$ cat src/pkg/ade_defines.vh
/*
 * ade_defines.vh
 * holds: constants of the exec slice: bus map, opcodes, flag bits, data addresses.
 * assumes: included by bare name; definitions only.
 */
`ifndef ADE_DEFINES_VH
`define ADE_DEFINES_VH

// ---------------------------------------------------------------
// register map (byte addresses on the wishbone bus)
// ---------------------------------------------------------------
`define ADE_REG_CTRL 8'h00
`define ADE_REG_INSTR 8'h04
`define ADE_REG_ACC 8'h08
`define ADE_REG_PSW 8'h0C
`define ADE_REG_PC 8'h10
`define ADE_REG_RADDR 8'h14
`define ADE_REG_RDATA 8'h18
`define ADE_REG_PORTS 8'h1C

// ---------------------------------------------------------------
// control and status bits
// ---------------------------------------------------------------
`define ADE_CTRL_GO 0
`define ADE_STAT_BUSY 0
`define ADE_STAT_DONE 1
`define ADE_STAT_ILL 2

// ---------------------------------------------------------------
// status word bits and reset values
// ---------------------------------------------------------------
`define ADE_PSW_CY 7
`define ADE_PSW_AC 6
`define ADE_PSW_OV 2
`define ADE_PSW_P 0
`define ADE_PSW_RST 8'h00
`define ADE_ACC_RST 8'h00
`define ADE_PC_RST 16'h0000
`define ADE_LATCH_RST 8'hFF

// ---------------------------------------------------------------
// opcodes and opcode fields
// ---------------------------------------------------------------
`define ADE_GRP_ADD_WITH_CARRY_OP 4'h3
`define ADE_GRP_AND 4'h5
`define ADE_SRC_IMM 4'h4
`define ADE_SRC_DIR 4'h5
`define ADE_OP_AND_DA 8'h52
`define ADE_OP_AND_DI 8'h53
`define ADE_JMP_PAT 5'b00001

// ---------------------------------------------------------------
// direct data addresses
// ---------------------------------------------------------------
`define ADE_SFR_ACC 8'hE0
`define ADE_SFR_PSW 8'hD0
`define ADE_PORT_HI 2'b10
`define ADE_PORT_LO 4'h0
`define ADE_RAM_WORDS 128

`endif

$ cat src/hdl/ade_exec.v
/*
 * ade_exec.v
 * holds: execution slice for add-with-carry, absolute page jump and byte and,
 *        with its own accumulator, status word, program counter, 128-byte data
 *        memory and four output port latches, reached over classic wishbone.
 * assumes: one clock, synchronous active-high reset, one clock per machine cycle,
 *          port pins synchronous to clk_i.
 */
// Behaviour
// - add-with-carry puts accumulator plus operand plus carry into the accumulator.
// - carry set on carry out of bit 7, aux carry on bit 3.
// - overflow set when exactly one of carries out of bits 6, 7.
// - add-with-carry takes register, direct, indirect, immediate; register/indirect one byte.
// - page jump: counter plus two, keep top five bits, low eleven from instruction.
// - page jump decoded from low five opcode bits 00001, two bytes, two cycles.
// - byte and stores result in destination; only parity may change, except with the status word as destination.
// - byte and has four accumulator forms and two direct-destination forms.
// - byte and with an output port as direct destination reads the port latch; the accumulator form with a port source reads the pins.
// - parity always follows the present accumulator content.
`timescale 1ns/1ps
`default_nettype none
`include "ade_defines.vh"

module ade_exec (
   // clock and reset
   input wire clk_i,
   input wire rst_i,
   // wishbone slave
   input wire wb_cyc_i,
   input wire wb_stb_i,
   input wire wb_we_i,
   input wire [7:0] wb_adr_i,
   input wire [3:0] wb_sel_i,
   input wire [31:0] wb_dat_i,
   output reg [31:0] wb_dat_o,
   output reg wb_ack_o,
   // port pins and latches
   input wire [31:0] port_pins_i,
   output wire [31:0] port_out_o,
   // execution state
   output reg busy_o
);

   localparam ST_IDLE = 2'd0;
   localparam ST_EXEC = 2'd1;
   localparam ST_WAIT = 2'd2;

   reg [1:0] state_ff;
   reg [7:0] acc_ff;
   reg [7:0] psw_ff;
   reg [15:0] pc_ff;
   reg [7:0] op_ff;
   reg [7:0] b2_ff;
   reg [7:0] b3_ff;
   reg [6:0] raddr_ff;
   reg done_ff;
   reg ill_ff;
   reg [31:0] latch_ff;
   reg [7:0] ram [0:`ADE_RAM_WORDS-1];

   wire parity = ^acc_ff;
   wire [7:0] psw_rd = {psw_ff[7:1], parity};
   wire is_add_with_carry_op = (op_ff[7:4] == `ADE_GRP_ADD_WITH_CARRY_OP) && (op_ff[3:2] != 2'b00);
   wire is_and = (op_ff[7:4] == `ADE_GRP_AND) && (op_ff[3:1] != 3'b000);
   wire is_jmp = (op_ff[4:0] == `ADE_JMP_PAT);
   wire and_dir = (op_ff == `ADE_OP_AND_DA) || (op_ff == `ADE_OP_AND_DI);
   wire is_port = (b2_ff[7:6] == `ADE_PORT_HI) && (b2_ff[3:0] == `ADE_PORT_LO);
   wire [1:0] port_idx = b2_ff[5:4];
   wire bus_req = wb_cyc_i && wb_stb_i;
   wire bus_wr = bus_req && wb_we_i && wb_ack_o;

   assign port_out_o = latch_ff;

   // ---------------------------------------------------------------
   // operand fetch
   // ---------------------------------------------------------------
   reg [7:0] dir_rd;
   reg [7:0] src;
   reg [7:0] ptr;
   // direct byte read; read-modify-write of a port takes the latch
   always @* begin
      dir_rd = 8'h00;
      if (!b2_ff[7]) begin
         dir_rd = ram[b2_ff[6:0]];
      end else if (is_port) begin
         if (and_dir) begin
            dir_rd = latch_ff[port_idx*8 +: 8];
         end else begin
            dir_rd = port_pins_i[port_idx*8 +: 8];
         end
      end else if (b2_ff == `ADE_SFR_ACC) begin
         dir_rd = acc_ff;
      end else if (b2_ff == `ADE_SFR_PSW) begin
         dir_rd = psw_rd;
      end
   end

   // source operand by low opcode nibble: immediate, direct, indirect, register
   always @* begin
      ptr = ram[{6'h00, op_ff[0]}];
      if (op_ff[3]) begin
         src = ram[{4'h0, op_ff[2:0]}];
      end else if (op_ff[3:1] == 3'b011) begin
         src = ram[ptr[6:0]];
      end else if (op_ff[3:0] == `ADE_SRC_DIR) begin
         src = dir_rd;
      end else begin
         src = b2_ff;
      end
   end

   // ---------------------------------------------------------------
   // execute
   // ---------------------------------------------------------------
   reg [7:0] nxt_acc;
   reg [7:0] nxt_psw;
   reg [15:0] nxt_pc;
   reg [15:0] pc_inc;
   reg [8:0] sum;
   reg [4:0] sum_lo;
   reg [7:0] sum_6;
   reg [7:0] and_res;
   reg dir_we;
   reg legal;
   reg two_cyc;
   always @* begin
      nxt_acc = acc_ff;
      nxt_psw = psw_ff;
      nxt_pc = pc_ff;
      pc_inc = pc_ff + 16'h0001;
      dir_we = 1'b0;
      legal = 1'b1;
      two_cyc = 1'b0;
      sum = {1'b0, acc_ff} + {1'b0, src} + {8'h00, psw_ff[`ADE_PSW_CY]};
      sum_lo = {1'b0, acc_ff[3:0]} + {1'b0, src[3:0]} + {4'h0, psw_ff[`ADE_PSW_CY]};
      sum_6 = {1'b0, acc_ff[6:0]} + {1'b0, src[6:0]} + {7'h00, psw_ff[`ADE_PSW_CY]};
      and_res = 8'h00;
      if (is_add_with_carry_op) begin
         // register and indirect forms are one byte
         // direct and immediate forms are two bytes
         if (op_ff[3:1] == 3'b010) begin
            pc_inc = pc_ff + 16'h0002;
         end
         nxt_pc = pc_inc;
         nxt_acc = sum[7:0];
         nxt_psw[`ADE_PSW_CY] = sum[8];
         nxt_psw[`ADE_PSW_AC] = sum_lo[4];
         // overflow from bit 6 and bit 7 carries
         nxt_psw[`ADE_PSW_OV] = sum[8] ^ sum_6[7];
      end else if (is_jmp) begin
         two_cyc = 1'b1;
         // page address into low eleven bits
         pc_inc = pc_ff + 16'h0002;
         nxt_pc = {pc_inc[15:11], op_ff[7:5], b2_ff};
      end else if (is_and) begin
         if (and_dir) begin
            if (op_ff == `ADE_OP_AND_DI) begin
               two_cyc = 1'b1;
               pc_inc = pc_ff + 16'h0003;
               and_res = dir_rd & b3_ff;
            end else begin
               pc_inc = pc_ff + 16'h0002;
               and_res = dir_rd & acc_ff;
            end
            // flags untouched unless the target is acc or the status word
            if (b2_ff == `ADE_SFR_ACC) begin
               nxt_acc = and_res;
            end else if (b2_ff == `ADE_SFR_PSW) begin
               nxt_psw = and_res;
            end else begin
               dir_we = 1'b1;
            end
         end else begin
            if (op_ff[3:1] == 3'b010) begin
               pc_inc = pc_ff + 16'h0002;
            end
            and_res = acc_ff & src;
            nxt_acc = and_res;
         end
         nxt_pc = pc_inc;
      end else begin
         legal = 1'b0;
      end
   end

   // ---------------------------------------------------------------
   // state, registers and bus writes
   // ---------------------------------------------------------------
   wire commit = ((state_ff == ST_EXEC) && legal && !two_cyc) || (state_ff == ST_WAIT);
   wire idle = (state_ff == ST_IDLE);
   wire go_wr = bus_wr && idle && (wb_adr_i == `ADE_REG_CTRL) && wb_sel_i[0]
      && wb_dat_i[`ADE_CTRL_GO];

   always @(posedge clk_i) begin
      if (rst_i) begin
         state_ff <= ST_IDLE;
         acc_ff <= `ADE_ACC_RST;
         psw_ff <= `ADE_PSW_RST;
         pc_ff <= `ADE_PC_RST;
         op_ff <= 8'h00;
         b2_ff <= 8'h00;
         b3_ff <= 8'h00;
         raddr_ff <= 7'h00;
         done_ff <= 1'b0;
         ill_ff <= 1'b0;
         latch_ff <= {4{`ADE_LATCH_RST}};
         busy_o <= 1'b0;
      end else begin
         // sequencer: one clock per machine cycle
         case (state_ff)
            ST_IDLE: begin
               if (go_wr) begin
                  state_ff <= ST_EXEC;
                  busy_o <= 1'b1;
                  done_ff <= 1'b0;
                  ill_ff <= 1'b0;
               end
            end
            ST_EXEC: begin
               if (!legal) begin
                  state_ff <= ST_IDLE;
                  busy_o <= 1'b0;
                  ill_ff <= 1'b1;
               end else if (two_cyc) begin
                  state_ff <= ST_WAIT;
               end else begin
                  state_ff <= ST_IDLE;
                  busy_o <= 1'b0;
                  done_ff <= 1'b1;
               end
            end
            ST_WAIT: begin
               state_ff <= ST_IDLE;
               busy_o <= 1'b0;
               done_ff <= 1'b1;
            end
            default: begin
               state_ff <= ST_IDLE;
               busy_o <= 1'b0;
            end
         endcase
         if (commit) begin
            acc_ff <= nxt_acc;
            psw_ff <= nxt_psw;
            pc_ff <= nxt_pc;
            if (dir_we && b2_ff[7] && is_port) begin
               latch_ff[port_idx*8 +: 8] <= and_res;
            end
         end else if (bus_wr && idle) begin
            // software writes only while no instruction runs
            case (wb_adr_i)
               `ADE_REG_INSTR: begin
                  if (wb_sel_i[0]) op_ff <= wb_dat_i[7:0];
                  if (wb_sel_i[1]) b2_ff <= wb_dat_i[15:8];
                  if (wb_sel_i[2]) b3_ff <= wb_dat_i[23:16];
               end
               `ADE_REG_ACC: if (wb_sel_i[0]) acc_ff <= wb_dat_i[7:0];
               `ADE_REG_PSW: if (wb_sel_i[0]) psw_ff <= wb_dat_i[7:0];
               `ADE_REG_PC: begin
                  if (wb_sel_i[0]) pc_ff[7:0] <= wb_dat_i[7:0];
                  if (wb_sel_i[1]) pc_ff[15:8] <= wb_dat_i[15:8];
               end
               `ADE_REG_RADDR: if (wb_sel_i[0]) raddr_ff <= wb_dat_i[6:0];
               `ADE_REG_PORTS: begin
                  if (wb_sel_i[0]) latch_ff[7:0] <= wb_dat_i[7:0];
                  if (wb_sel_i[1]) latch_ff[15:8] <= wb_dat_i[15:8];
                  if (wb_sel_i[2]) latch_ff[23:16] <= wb_dat_i[23:16];
                  if (wb_sel_i[3]) latch_ff[31:24] <= wb_dat_i[31:24];
               end
               default: begin
               end
            endcase
         end
      end
   end

   // data memory: instruction result or software window
   always @(posedge clk_i) begin
      if (commit && dir_we && !b2_ff[7]) begin
         ram[b2_ff[6:0]] <= and_res;
      end else if (bus_wr && idle && (wb_adr_i == `ADE_REG_RDATA) && wb_sel_i[0]) begin
         ram[raddr_ff] <= wb_dat_i[7:0];
      end
   end

   // ---------------------------------------------------------------
   // wishbone answer: ack one cycle after the request, then drop
   // ---------------------------------------------------------------
   always @(posedge clk_i) begin
      if (rst_i) begin
         wb_ack_o <= 1'b0;
         wb_dat_o <= 32'h00000000;
      end else begin
         wb_ack_o <= bus_req && !wb_ack_o;
         wb_dat_o <= 32'h00000000;
         if (bus_req && !wb_ack_o && !wb_we_i) begin
            case (wb_adr_i)
               `ADE_REG_CTRL: wb_dat_o <= {29'h0, ill_ff, done_ff, busy_o};
               `ADE_REG_INSTR: wb_dat_o <= {8'h00, b3_ff, b2_ff, op_ff};
               `ADE_REG_ACC: wb_dat_o <= {24'h0, acc_ff};
               `ADE_REG_PSW: wb_dat_o <= {24'h0, psw_rd};
               `ADE_REG_PC: wb_dat_o <= {16'h0, pc_ff};
               `ADE_REG_RADDR: wb_dat_o <= {25'h0, raddr_ff};
               `ADE_REG_RDATA: wb_dat_o <= {24'h0, ram[raddr_ff]};
               `ADE_REG_PORTS: wb_dat_o <= latch_ff;
               default: wb_dat_o <= 32'h00000000;
            endcase
         end
      end
   end

endmodule // ade_exec
`default_nettype wire

$ cat config.mk
export PLATFORM = sky130hd
export DESIGN_NAME = ade_exec
export DESIGN_NICKNAME = d
export VERILOG_FILES = /design/src/hdl/ade_exec.v
export VERILOG_INCLUDE_DIRS = /design/src /design/src/pkg
export SDC_FILE = /design/constraint.sdc
export NUM_CORES = 2
export LEC_CHECK = 0
export BUFFER_PORTS_ARGS = -buffer_cell sky130_fd_sc_hd__buf_2
export CORE_ASPECT_RATIO = 0.9
export CORE_MARGIN = 5
export CORE_UTILIZATION = 50
export CTS_CLUSTER_SIZE = 14
export DETAILED_ROUTE_END_ITERATION = 7
export PLACE_DENSITY = 0.66
export SYNTH_ARGS = -nofsm -noshare
export SYNTH_HDL_FRONTEND = slang
export SYNTH_SLANG_ARGS = --single-unit
export TNS_END_PERCENT = 1
$ cat constraint.sdc
create_clock -name clk_i -period 10.84 [get_ports clk_i]
set_input_delay 2.168 -clock clk_i [delete_from_list [all_inputs] [get_ports clk_i]]
set_output_delay 2.168 -clock clk_i [all_outputs]
set_load 0.01 [all_outputs]
==> flow_summary.ini <==
[outcome]
status = finished, final reports clean

[power_and_ir_drop]
power.density_nw_per_um2 = 124
vdd_ir_drop_max_mv = 0.153
p_leak_nw = 23.4
total_power_w = 0.00922

[setup_path]
crit_arrival_ps = 7770
slowest_stage = nor2b_2
crit_top_cell = buf_4
timing.reg2reg.setup_slack_ps = 3410
slowest_delay_ps = 980
crit_buf_inv = 3
r2r.worst_path.cells = 15
start_kind = flip-flop
worstPathCellList = buf_4 > nor2b_2 > buf_4 > a221oi_1 > nor3_1 > a21oi_1 > o2111ai_1 > nand4_2 > mux2_2 > a221o_1 > ha_1 > nand2_1 > a21boi_0 > o21ai_4 > buf_4
crit_path_max_fanout = 64
crit_required_ps = 11190
worstReg2RegEnd = ram[56][5]$_DFFE_PP_
path_class = flip-flop to flip-flop
path_delay_family = compound AO/OA/AOI/OAI gates
end_kind = flip-flop

[grt]
grtUsageTotal_pct = 36.2
grt_pass1_vias = 47443
overflow = 0
antenna_found_initial = 17
grt_max_degree = 125
grt_pass1_wl_mm = 364

[worst_hold_path]
min-delay-start = wb_ack_o$_SDFF_PP0_
min_to = wb_ack_o$_SDFF_PP0_
hold_class = flip-flop to flip-flop
holdPathStages = 1

[clock_network]
postCtsSetupRepairBufs = 0
htree_levels = 3
holdBufCountCts = 0
root_buffer = clkbuf_16
clk_latency_ps = 790
clkTransAtPathRegs_ps = 60
clockBufferDepth = 3
post_cts_resized = 0
cts_tree = yes
cts_sinks = 1173
cts_buffers = 120

[drt]
vias = 51770
routed_wl_mm = 262
antenna_left = 0
wl_per_cell_um = 39.3
first_iter_violations = 10188
vias_per_cell = 7.77
drc = 0
dr.pass1.iters = 6

[placed_design]
hpwl_mm = 175
place_ws_ps = 3680
place_congestion = 0.988
portBuffers = 146
placed_cell_area_um2 = 70400

[floorplanning]
die_y_um = 357
core_um2 = 133000
die_w_um = 396
io_pins = 147
rows = 127
start_util_pct = 50.3
die-area_um2 = 142000

[timing]
setup_slack_ps = 3410
setup-violations-final = 0
slew_viol_final = 0
rsz0062_at_grt = no
tns_ps = 0
slew_headroom_pct = 7.68
hold_viol = 0
worst_clock_skew_ps = 77.8
whs_ps = 470
period_minus_slack_ps = 7430
max_freq_mhz = 135
tightest_slew_ps = 1380
min_period_over_period_pct = 68.5

[cells_and_area]
drive_gt1_share_pct = 29.3
fin_area_um2 = 74500
finalNetCount = 4903
area_growth_pct = 11.1

[synthesis]
synth_nets = 4806
syn_inst = 4701
synth_edf_count = 1024
synth_top_area_share_pct = 45.9
synth_flop_cell = edfxtp_1
ys.warnings.count = 0
synth_area_leaders = edfxtp_1 46%, mux4_2 25%, dfxtp_1 4.4%
async_reset_ff_share_pct = 0
yosys.area.top_type = edfxtp_1
synth_cell_types = 100
synth_area_per_cell_um2 = 14.3
yosysSeqAreaShare_pct = 50.3
synth_area_um2 = 67000
ys_ff_latch = 1173

[flow_run]
drv_cap = 0
## report_power, final
part	internal (W)	switching [W]
Clock	0.00244	0.00188
Combinational	0.0000240	0.0000551
Sequential	0.00483	0.00000108
Total	0.00729	0.00193
## cells by family (layout without fill, tap and decap cells)
kind of cell | after synthesis | in the layout | synth area share (%)
simple gates | 1296 | 1296 | 8.93
compound gates | 718 | 718 | 7.56
buf+inv | 449 | 652 | 3.05
mux | 1009 | 1009 | 29.2
other cells | 0 | 16 | 0
xor+xnor | 32 | 32 | 0.418
flops | 1173 | 1173 | 50.3
fa+ha+maj | 24 | 24 | 0.470
## placed cells by master (no fill, tap or decap), drive strengths merged, types with 52 or more instances in the layout
cell type	count
a21oi	125
a221oi	80
a31oi	54
buf	386
clkbuf	144
clkinv	59
dfxtp	149
edfxtp	1024
mux2i	225
mux4	751
nand2	525
nand3	222
nand4	52
nor2	178
nor3	178
o21ai	115
## cells in the mapped netlist, types with 57 or more instances
| master | instances |
|---|---|
| a21oi_1 | 125 |
| a221oi_1 | 79 |
| buf_1 | 57 |
| buf_2 | 84 |
| clkbuf_1 | 227 |
| dfxtp_1 | 149 |
| edfxtp_1 | 1024 |
| mux2i_1 | 223 |
| mux4_2 | 738 |
| nand2_1 | 524 |
| nand3_1 | 222 |
| nor2_1 | 176 |
| nor3_1 | 174 |
| o21ai_0 | 108 |
## routing by layer
layer | vias up | track usage, % | share of wire [%]
met5 | - | 0.809 | 0.076
met4 | 8 | 17.5 | 6.1
met3 | 850 | 15.5 | 18
met2 | 5214 | 49.9 | 41
met1 | 26020 | 49.5 | 35
li1 | 19678 | - | -
## sequential cells by signal, indices dropped and copies added, names as in the netlist, 7 cells and up, named ones only
| register | cells |
|---|---|
| ram | 1024 |
| port_out_o | 32 |
| wb_dat_o | 32 |
| pc_ff | 16 |
| acc_ff | 8 |
| b2_ff | 8 |
| b3_ff | 8 |
| op_ff | 8 |
| psw_ff | 7 |
| raddr_ff | 7 |
## how the worst max path moves through the flow
stage	startpoint	end	slack, ps	cells past startpoint
global route	flip-flop	acc_ff[6]$_SDFFE_PP0P_	3190	20
global placement	flip-flop	acc_ff[6]$_SDFFE_PP0P_	3700	20
finish	flip-flop	ram[56][5]$_DFFE_PP_	3410	15
detailed placement	flip-flop	acc_ff[6]$_SDFFE_PP0P_	3680	20
floorplan	port_pins_i[7]	ram[0][7]$_DFFE_PP_	1130	9
CTS	flip-flop	acc_ff[6]$_SDFFE_PP0P_	3660	20
## per-stage QoR
step	instances	utilization, %
global placement	6417	52.9
floorplan	4701	-
finish	6661	55.9
global route	6645	55.9
detailed placement	6417	52.9
CTS	6645	55.9
## cell type report
cell class,count,area [um2]
Antenna cell,16,40.0
Clock buffer,144,3230
Clock inverter,84,833
Fill cell,10522,58700
Inverter,38,143
Multi-Input combinational cell,3079,31600
Sequential cell,1173,33800
Tap cell,1741,2180
Timing Repair Buffer,386,2660
Power figures use the tool's default switching activity.
